File: config.mk
export PLATFORM = sky130hd
export DESIGN_NAME = smpc_panel
export DESIGN_NICKNAME = d
export VERILOG_FILES = /design/src/pkg/smpc_pkg.sv /design/src/rtl/smpc_panel.sv
export SDC_FILE = /design/constraint.sdc
export NUM_CORES = 1
export LEC_CHECK = 0
export BUFFER_PORTS_ARGS = -buffer_cell sky130_fd_sc_hd__buf_2
export CAP_MARGIN = 20
export CORE_MARGIN = 1
export CORE_UTILIZATION = 59
export DETAILED_ROUTE_END_ITERATION = 16
export PLACE_DENSITY_LB_ADDON = 0.08
export SLEW_MARGIN = 25
export SYNTH_ARGS = -nofsm -noshare
export SYNTH_HDL_FRONTEND = slang
export SYNTH_SLANG_ARGS = --single-unit
File: constraint.sdc
create_clock -name clock -period 4.7 [get_ports clock]
set_clock_uncertainty 0.2 [all_clocks]
set_input_delay 0.235 -clock clock [delete_from_list [all_inputs] [get_ports clock]]
set_output_delay 0.235 -clock clock [all_outputs]
set_load 0.03 [all_outputs]
File: src/pkg/smpc_pkg.sv
package smpc_pkg;

    // time base and key timing
    localparam int unsigned CLK_HZ          = 200_000_000;
    localparam int unsigned TICK_MS         = 1;
    localparam int unsigned TICK_CYCLES     = CLK_HZ / 1000 * TICK_MS;
    localparam int unsigned DEBOUNCE_MS     = 20;
    localparam int unsigned HOLD_MS         = 3000;
    localparam int unsigned BLINK_PERIOD_MS = 2000;
    localparam int unsigned BLINK_HALF_MS   = BLINK_PERIOD_MS / 2;

    // display geometry
    localparam int unsigned BAR_SEGS        = 51;
    localparam int unsigned BAR_PCT_STEP    = 2;
    localparam int unsigned BAR_FULL_PCT    = (BAR_SEGS - 1) * BAR_PCT_STEP;
    localparam int unsigned DECADE_BARS     = 5;
    localparam int unsigned DECADES         = 6;

    // key indices
    localparam int unsigned KEY_RESP        = 0;
    localparam int unsigned KEY_MODE        = 1;
    localparam int unsigned KEY_RATEINT     = 2;
    localparam int unsigned KEY_LOG         = 3;
    localparam int unsigned KEY_POWER       = 4;
    localparam int unsigned NKEYS           = 5;

    // unit mode indices
    localparam int unsigned NMODES          = 8;
    localparam logic [2:0]  MODE_CPM        = 3'h0;
    localparam logic [2:0]  MODE_CPS        = 3'h1;
    localparam logic [2:0]  MODE_EXPO       = 3'h2;
    localparam logic [2:0]  MODE_SURF_SI    = 3'h3;
    localparam logic [2:0]  MODE_SURF_CI    = 3'h4;
    localparam logic [2:0]  MODE_DPM        = 3'h5;
    localparam logic [2:0]  MODE_DOSE_EQ    = 3'h6;
    localparam logic [2:0]  MODE_ABS_DOSE   = 3'h7;
    localparam logic [7:0]  BASIC_MODES     = 8'h03;
    localparam logic [7:0]  SPECIAL_MODES   = 8'h38;

    // response times in seconds, index 0 first
    localparam logic [4:0]  RESP_S0         = 5'h18;
    localparam logic [4:0]  RESP_S1         = 5'h0C;
    localparam logic [4:0]  RESP_S2         = 5'h06;
    localparam logic [4:0]  RESP_S3         = 5'h03;

    typedef enum logic [3:0] {
        MSG_NONE     = 4'h0,
        MSG_RESP     = 4'h1,
        MSG_UNIT     = 4'h2,
        MSG_NOT_LOG  = 4'h3,
        MSG_MAN_RDY  = 4'h4,
        MSG_TIM_RDY  = 4'h5,
        MSG_LOC_LBL  = 4'h6,
        MSG_LOC_ID   = 4'h7,
        MSG_INT_CLR  = 4'h8
    } smpc_msg_t;

    typedef enum logic [1:0] {
        LOG_MANUAL     = 2'h0,
        LOG_MANUAL_LOC = 2'h1,
        LOG_TIMED      = 2'h2,
        LOG_TIMED_LOC  = 2'h3
    } smpc_logmode_t;

    // per-key debounce / hold tracker, gray-coded path idle-press-held
    typedef enum logic [1:0] {
        KS_IDLE  = 2'b00,
        KS_PRESS = 2'b01,
        KS_HELD  = 2'b11
    } smpc_kstate_t;

    typedef struct packed {
        logic [NKEYS-1:0] lock;
        logic [7:0]       mode_en;
        logic [2:0]       default_mode;
        logic             probe_cal;
        logic             special_cal;
        logic             int_reset_en;
        logic             rate_int_fixed;
        logic             log_enable;
        smpc_logmode_t    log_mode;
        logic [15:0]      log_interval_s;
    } smpc_cfg_t;

    typedef struct packed {
        logic [6:0] level_pct;
        logic [2:0] decade;
        logic       alarm;
        logic       data_retrieved;
    } smpc_meas_t;

    typedef struct packed {
        logic [BAR_SEGS-1:0]    bar;
        logic [DECADE_BARS-1:0] decade_bars;
        logic                   blank;
    } smpc_disp_t;

    typedef struct packed {
        smpc_msg_t  msg;
        logic       msg_stb;
        logic [2:0] unit_mode;
        logic [1:0] resp_idx;
        logic [4:0] resp_s;
        logic       show_integ;
        logic       log_active;
        logic       log_store;
        logic       int_clear;
        logic       power_off;
        logic       loc_label_stb;
        logic       loc_id_stb;
    } smpc_stat_t;

endpackage

File: src/rtl/smpc_panel.sv
`timescale 1ns/1ps
// Functional notes
// - bargraph of 51 segments, each two percent of the span
// - one to five decade bars; sixth decade lights all five
// - alarm blinks the whole display with a two second period
// - response key advances response time and reports it
// - response times 24, 12, 6 and 3 seconds in rotation
// - configuration can lock keys so presses have no effect
// - integrate mode: three second response hold clears integrate values
// - a flag can disable the integrate clear on long hold
// - default unit mode is the configured one, else the first allowed mode
// - unit key selects next enabled mode and shows its name
// - eight unit modes in order, disabled ones skipped
// - uncalibrated probe allows only counts per minute and second
// - surface activity and dpm modes need special calibration
// - at least one mode always stays enabled: with none left, the default mode, or cpm if uncalibrated
// - rate-integral key toggles rate versus integrated display
// - locked rate-integral key keeps the configured display mode
// - logging is inactive at power-up; only the tool activates it
// - log press with logging off stores nothing, shows a message
// - power key ignored while logging until data retrieved
// - manual or timed logging, with or without locations
// - manual logging: log press stores data and shows ready
// - timed logging stores at the configured interval, shows ready
// - with locations, three second log hold changes the label
module smpc_panel
    import smpc_pkg::*;
#(
    parameter int unsigned TICK_CYC  = TICK_CYCLES,
    parameter int unsigned DEB_TICKS = DEBOUNCE_MS,
    parameter int unsigned HOLD_TICK = HOLD_MS,
    parameter int unsigned BLNK_TICK = BLINK_HALF_MS,
    parameter int unsigned SEC_TICKS = 1000
) (
    input  wire logic             clock,
    input  wire logic             resetn,
    input  wire logic [NKEYS-1:0] key_pin_n,
    input  wire smpc_pkg::smpc_cfg_t  cfg,
    input  wire smpc_pkg::smpc_meas_t meas,
    input  wire logic             log_activate,
    output smpc_pkg::smpc_disp_t  disp,
    output smpc_pkg::smpc_stat_t  stat
);
    import smpc_pkg::*;

    localparam int unsigned TW = $clog2(TICK_CYC + 1);
    localparam int unsigned HW = $clog2(HOLD_TICK + 1);
    localparam int unsigned BW = $clog2(BLNK_TICK + 1);
    localparam int unsigned SW = $clog2(SEC_TICKS + 1);

    // fixed encodings used by the mode mask and the interval count
    localparam logic [7:0]  NO_MODE  = 8'h00;
    localparam logic [7:0]  ONE_MODE = 8'h01;
    localparam logic [15:0] ONE_SEC  = 16'h0001;

    typedef struct packed {
        logic [NKEYS-1:0]         sync1;
        logic [NKEYS-1:0]         sync2;
        smpc_kstate_t [NKEYS-1:0] ks;
        logic [NKEYS-1:0][HW-1:0] kcnt;
        logic [TW-1:0]            tick_cnt;
        logic [BW-1:0]            blink_cnt;
        logic                     blink_off;
        logic [SW-1:0]            sec_cnt;
        logic [15:0]              log_secs;
        logic                     started;
        smpc_disp_t               disp;
        smpc_stat_t               stat;
    } smpc_state_t;

    smpc_state_t st_r;
    smpc_state_t st_nxt;

    // modes permitted by configuration and calibration
    function automatic logic [7:0] allowed_modes(input smpc_cfg_t c);
        logic [7:0] m;
        m = c.mode_en;
        if (!c.probe_cal) begin
            m = m & BASIC_MODES;
        end
        if (!c.special_cal) begin
            m = m & ~SPECIAL_MODES;
        end
        if (m == NO_MODE) begin
            m = ONE_MODE << c.default_mode;
            if (!c.probe_cal) begin
                m = ONE_MODE << MODE_CPM;
            end
        end
        return m;
    endfunction

    // next enabled mode after cur, wrapping
    function automatic logic [2:0] next_mode(input logic [2:0] cur, input logic [7:0] m);
        logic [2:0] r;
        logic       found;
        logic [2:0] idx;
        r = cur;
        found = 1'b0;
        for (int i = 1; i <= NMODES; i++) begin
            idx = 3'(cur + 3'(i));
            if (!found && m[idx]) begin
                r = idx;
                found = 1'b1;
            end
        end
        return r;
    endfunction

    function automatic logic [4:0] resp_secs(input logic [1:0] i);
        case (i)
            2'h0:    return RESP_S0;
            2'h1:    return RESP_S1;
            2'h2:    return RESP_S2;
            default: return RESP_S3;
        endcase
    endfunction

    logic             tick;
    logic [NKEYS-1:0] short_evt;
    logic [NKEYS-1:0] hold_evt;
    logic [7:0]       allow;
    logic [NKEYS-1:0] pressed;

    // one tick drives all key, blink and log timing
    assign tick  = (st_r.tick_cnt == TW'(TICK_CYC - 1));
    assign allow = allowed_modes(cfg);
    // pins are active low; inverted only after the second flop
    assign pressed = ~st_r.sync2;

    always_comb begin
        st_nxt = st_r;
        st_nxt.stat.msg_stb       = 1'b0;
        st_nxt.stat.log_store     = 1'b0;
        st_nxt.stat.int_clear     = 1'b0;
        st_nxt.stat.power_off     = 1'b0;
        st_nxt.stat.loc_label_stb = 1'b0;
        st_nxt.stat.loc_id_stb    = 1'b0;
        short_evt = '0;
        hold_evt  = '0;

        st_nxt.sync1 = key_pin_n;
        st_nxt.sync2 = st_r.sync1;
        st_nxt.tick_cnt = tick ? '0 : TW'(st_r.tick_cnt + 1'b1);

        for (int k = 0; k < NKEYS; k++) begin
            case (st_r.ks[k])
                KS_IDLE: begin
                    if (!pressed[k]) begin
                        st_nxt.kcnt[k] = '0;
                    end else if (tick) begin
                        st_nxt.kcnt[k] = HW'(st_r.kcnt[k] + 1'b1);
                        if (st_r.kcnt[k] == HW'(DEB_TICKS - 1)) begin
                            st_nxt.ks[k] = KS_PRESS;
                        end
                    end
                end
                KS_PRESS: begin
                    if (!pressed[k]) begin
                        short_evt[k] = 1'b1;
                        st_nxt.ks[k] = KS_IDLE;
                        st_nxt.kcnt[k] = '0;
                    end else if (tick) begin
                        st_nxt.kcnt[k] = HW'(st_r.kcnt[k] + 1'b1);
                        if (st_r.kcnt[k] == HW'(HOLD_TICK - 1)) begin
                            hold_evt[k] = 1'b1;
                            st_nxt.ks[k] = KS_HELD;
                        end
                    end
                end
                default: begin
                    if (!pressed[k]) begin
                        st_nxt.ks[k] = KS_IDLE;
                        st_nxt.kcnt[k] = '0;
                    end
                end
            endcase
        end
        short_evt = short_evt & ~cfg.lock;
        hold_evt  = hold_evt & ~cfg.lock;

        // first cycle after reset takes configured defaults
        if (!st_r.started) begin
            st_nxt.started = 1'b1;
            st_nxt.stat.unit_mode = allow[cfg.default_mode] ? cfg.default_mode
                                                            : next_mode(MODE_ABS_DOSE, allow);
            st_nxt.stat.show_integ = 1'b0;
        end

        // keep unit mode legal if calibration state changes
        if (st_r.started && !allow[st_r.stat.unit_mode]) begin
            st_nxt.stat.unit_mode = next_mode(st_r.stat.unit_mode, allow);
        end

        if (short_evt[KEY_RESP]) begin
            st_nxt.stat.resp_idx = st_r.stat.resp_idx + 2'h1;
            st_nxt.stat.resp_s   = resp_secs(st_r.stat.resp_idx + 2'h1);
            st_nxt.stat.msg      = MSG_RESP;
            st_nxt.stat.msg_stb  = 1'b1;
        end
        // a hold gives no short event, so it never steps the response time
        // long hold clears integrate
        if (hold_evt[KEY_RESP] && st_r.stat.show_integ && cfg.int_reset_en) begin
            st_nxt.stat.int_clear = 1'b1;
            st_nxt.stat.msg       = MSG_INT_CLR;
            st_nxt.stat.msg_stb   = 1'b1;
        end

        if (short_evt[KEY_MODE]) begin
            st_nxt.stat.unit_mode = next_mode(st_r.stat.unit_mode, allow);
            st_nxt.stat.msg       = MSG_UNIT;
            st_nxt.stat.msg_stb   = 1'b1;
        end

        if (short_evt[KEY_RATEINT] && !cfg.rate_int_fixed) begin
            st_nxt.stat.show_integ = ~st_r.stat.show_integ;
        end

        if (log_activate && cfg.log_enable) begin
            st_nxt.stat.log_active = 1'b1;
        end else if (meas.data_retrieved) begin
            st_nxt.stat.log_active = 1'b0;
        end

        if (short_evt[KEY_LOG]) begin
            st_nxt.stat.msg_stb = 1'b1;
            if (!st_r.stat.log_active) begin
                st_nxt.stat.msg = MSG_NOT_LOG;
            end else begin
                case (cfg.log_mode)
                    LOG_MANUAL: begin
                        st_nxt.stat.log_store = 1'b1;
                        st_nxt.stat.msg       = MSG_MAN_RDY;
                    end
                    LOG_MANUAL_LOC: begin
                        st_nxt.stat.log_store = 1'b1;
                        st_nxt.stat.msg       = MSG_MAN_RDY;
                    end
                    default: begin
                        // timed modes: short press steps the location id
                        st_nxt.stat.loc_id_stb = 1'b1;
                        st_nxt.stat.msg        = MSG_LOC_ID;
                    end
                endcase
            end
        end
        if (hold_evt[KEY_LOG] && st_r.stat.log_active
            && (cfg.log_mode == LOG_MANUAL_LOC || cfg.log_mode == LOG_TIMED_LOC)) begin
            st_nxt.stat.loc_label_stb = 1'b1;
            st_nxt.stat.msg           = MSG_LOC_LBL;
            st_nxt.stat.msg_stb       = 1'b1;
        end

        // a second is SEC_TICKS ticks; the interval counts whole seconds
        // timed store on interval
        if (st_r.stat.log_active && cfg.log_mode[1]) begin
            if (tick) begin
                st_nxt.sec_cnt = (st_r.sec_cnt == SW'(SEC_TICKS - 1)) ? '0
                                                                   : SW'(st_r.sec_cnt + 1'b1);
                if (st_r.sec_cnt == SW'(SEC_TICKS - 1)) begin
                    st_nxt.log_secs = st_r.log_secs + ONE_SEC;
                    if (st_r.log_secs + ONE_SEC >= cfg.log_interval_s) begin
                        st_nxt.log_secs       = 16'h0000;
                        st_nxt.stat.log_store = 1'b1;
                        st_nxt.stat.msg       = MSG_TIM_RDY;
                        st_nxt.stat.msg_stb   = 1'b1;
                    end
                end
            end
        end else begin
            st_nxt.sec_cnt  = '0;
            st_nxt.log_secs = 16'h0000;
        end

        if (short_evt[KEY_POWER] && !st_r.stat.log_active) begin
            st_nxt.stat.power_off = 1'b1;
        end

        // alarm blink, half period each phase
        if (meas.alarm) begin
            if (tick) begin
                if (st_r.blink_cnt == BW'(BLNK_TICK - 1)) begin
                    st_nxt.blink_cnt = '0;
                    st_nxt.blink_off = ~st_r.blink_off;
                end else begin
                    st_nxt.blink_cnt = BW'(st_r.blink_cnt + 1'b1);
                end
            end
        end else begin
            st_nxt.blink_cnt = '0;
            st_nxt.blink_off = 1'b0;
        end
        st_nxt.disp.blank = st_nxt.blink_off;

        // bar segment i lit when level >= i*2 percent
        for (int i = 0; i < BAR_SEGS; i++) begin
            st_nxt.disp.bar[i] = (32'(meas.level_pct) >= 32'(i * BAR_PCT_STEP))
                                 && (i == 0 || meas.level_pct != 7'h00);
        end
        // decade bars, sixth decade all lit
        for (int d = 0; d < DECADE_BARS; d++) begin
            st_nxt.disp.decade_bars[d] = (32'(meas.decade) > 32'(d));
        end
    end

    always_ff @(posedge clock) begin
        if (!resetn) begin
            st_r <= '0;
            st_r.stat.resp_s <= RESP_S0;
            // released level, so leaving reset never looks like a press
            st_r.sync1 <= '1;
            st_r.sync2 <= '1;
        end else begin
            st_r <= st_nxt;
        end
    end

    // outputs come straight from the state register
    assign disp = st_r.disp;
    assign stat = st_r.stat;

endmodule

==> qor.txt <==
Status: complete, no violations
Slew headroom: 0.327
Chip height: 140 um
Dpl cell area: 11500 sq um
RR Startpoint: st_r[82]
Synthesized instance count: 1380
I/O pin cnt: 138
Vias in the first global route: 9048
Final ANT Viol Nets: 0
Final worst path period share: 0.854
CP endpoint kind: flip-flop
Cell Pwr Density: 434 nW/um^2
Synth cell types: 84
Initial antenna violation count: 0
Max cap viols: 0
Post-synth EDFFs: 0
Core Area: 18700 sq um
First-pass GRT wire length: 44300 um
Crit path launch type: flip-flop
CP Class: flip-flop to flip-flop
Final wirelength: 26700 um
Ys async rst share: 0
Cell with the most instances after synthesis: dfxtp_1
CP max FO: 7
TritonCTS Buffers: 23
Layout net count: 1532
Crit path DAT: 4.23 ns
Total Power: 0.00545 W
Largest net degree at the start of global routing: 38
Setup TNS: 0 ns
CP required: 4.92 ns
Avg WL per Cell: 15.8 um
Final Slew Violations: 0
Peak supply drop: 304 uV
Clock Tree Buf Depth: 3
Final instance area: 12600 sq um
Seq/Total Area, Yosys: 0.377
CTS tree: done
Post-synthesis register bit count: 212
Worst setup endpoint: st_r[91]
Clk Latency, worst-skew pair: 0.50 ns
Lkg Pwr: 5.07 nW
GRT overflow: 0
Worst hold margin: 0.00604 ns
Clock root buffer: clkbuf_16
Most used DFF post-synth: dfxtp_1
Synth cell count leaders: 212 x dfxtp_1, 200 x nor2_1, 114 x nand2_1
DRC Markers: 0
RSZ-0062 raised after global routing: false
Reg2Reg Depth: 16
Worst-margin pin slew: 1.00 ns
Fin crit period: 4.01 ns
Layout area overhead: 11.6%
Synthesized Nets: 1468
Postcts setup bufs: 0
Area contributors post-synth: dfxtp_1 38%, nor2_1 6.7%, xor2_1 5.4%
DIE AREA: 19600 sq um
Antenna diodes: 0
Clock transition at path regs: 0.06 ns
DRT iter0 DRCs: 823
# clock sinks: 212
Yosys warnings: 0
Fmax: 249 MHz
Drt pass-1 iters: 5
Vias per Instance: 5.87
Post-synth top area cell: dfxtp_1
Fillers: 1563
Worst Setup SP: st_r[82]
Min-delay worst type: primary input to flip-flop
Flip-flop and latch area: 4240 sq um
Final setup vio count: 0
Tot GR Track Use: 0.273
Row count: 50
Netlist Area Pre-Place: 11300 sq um
Reg2reg end: st_r[91]
Port Buffers: 137
Proportion of netlist area held by the largest area contributor: 0.377
Initial Util: 0.602
Gpl congestion: 0.934
R2R Setup Slk: 0.69 ns
Share of layout cells above drive strength 1: 0.145
Syn avg cell area: 8.15 sq um
Vias: 9950
Area of the multi-input gates: 6040 sq um
Overall die width: 140 um
Final HPWL from detailed placement: 18400 um
H-tree levels: 1
Final Hold Viols: 0
## cells in the final DEF, fill, tap and decap left out, types with 6 or more instances in the layout
cell type and count:
a211o_1 6, a211oi_1 9, a21o_1 8, a21oi_1 85, a31oi_1 12, a32oi_1 6, and2_1 9, and3_1 30
buf_2 137, buf_4 12, clkbuf_16 23, dfxtp_1 212, dlygate4sd3_1 28, ha_1 29, inv_1 34, mux2i_1 8
nand2_1 114, nand2b_1 28, nand3_1 64, nand4_1 48, nor2_1 200, nor3_1 30, nor4_1 21, nor4b_1 8
o211ai_1 10, o21a_1 8, o21ai_0 35, o22ai_1 6, or3_1 14, or4_1 7, xnor2_1 32, xor2_1 70
## what timing repair did
item	4_1_cts	5_1_grt
hold buffers	28	0
resized for setup	0	0
endpoints found under the hold margin	46	0
## critical path: stages (launching register included)
cell and delay, ns:
dfxtp_1 0.39, nand3_1 0.16, nor2_1 0.24, and3_1 0.25, and3_1 0.24, nand3_1 0.20, nor2_1 0.18, xor2_1 0.21
ha_1 0.28, a21o_1 0.18, a21o_1 0.16, a21oi_1 0.14, o21ai_0 0.11, a31oi_1 0.48, buf_4 0.26, nand3_1 0.08
a31oi_1 0.19
## flip-flops by register name (all words and copies together) (netlist names)
register,cells
disp,57
st_nxt,5
st_r,129
stat,21
## worst min-delay path by stage
stage / from / to / slack [ns] / cells past startpoint
after global placement: st_nxt[206] / st_r[206] / 0.19 / 1
after CTS: meas[10] / disp[53] / 0.006 / 3
after floorplan: resetn / disp[6] / 0.06 / 0
after detailed placement: st_nxt[206] / st_r[206] / 0.20 / 1
final: cfg[19] / stat[6] / 0.006 / 4
after global routing: cfg[19] / stat[6] / 0.03 / 4
## final cells by class
| class | instances | area share |
|---|---|---|
| Inverter | 38 | 0.0114 |
| Sequential cell | 212 | 0.338 |
| Multi-Input combinational cell | 992 | 0.481 |
| Clock buffer | 29 | 0.0492 |
| Clock inverter | 12 | 0.0136 |
| Timing Repair Buffer | 177 | 0.0841 |
| Tap cell | 234 | 0.0233 |
## power by group
part	internal, W	switching [W]	leakage, nW	total (W)
clock	0.00115	0.000722	0.385	0.00188
combinational	0.000626	0.00107	2.95	0.00169
sequential	0.00185	0.0000386	1.73	0.00189
total	0.00363	0.00183	5.07	0.00545
## through the flow
stage               setup slack [ns]  std cells  utilization
floorplan                       1.21       1380            -
global placement               0.856       1625        0.614
detailed placement             0.741       1625        0.614
CTS                            0.712       1694        0.672
global route                   0.345       1694        0.672
finish                         0.687       1694        0.672
## layer usage
layer  up-vias  share of wire  global-route usage
li1       4931              -                   -
met1      4583           0.45               0.365
met2       374           0.45               0.447
met3        62          0.069              0.0472
met4         0          0.027              0.0896
met5         -              0                   0
## logic make-up after synthesis
| group | synth area share |
|---|---|
| muxes | 0.0181 |
| adders and majority gates | 0.0322 |
| AOI/OAI and AO/OA | 0.135 |
| DFF | 0.377 |
| xor gates and xnor gates | 0.0794 |
| buffers and inverters | 0.0863 |
| and+or+nand+nor | 0.272 |
Note: power is estimated with default switching activity, not from simulation.
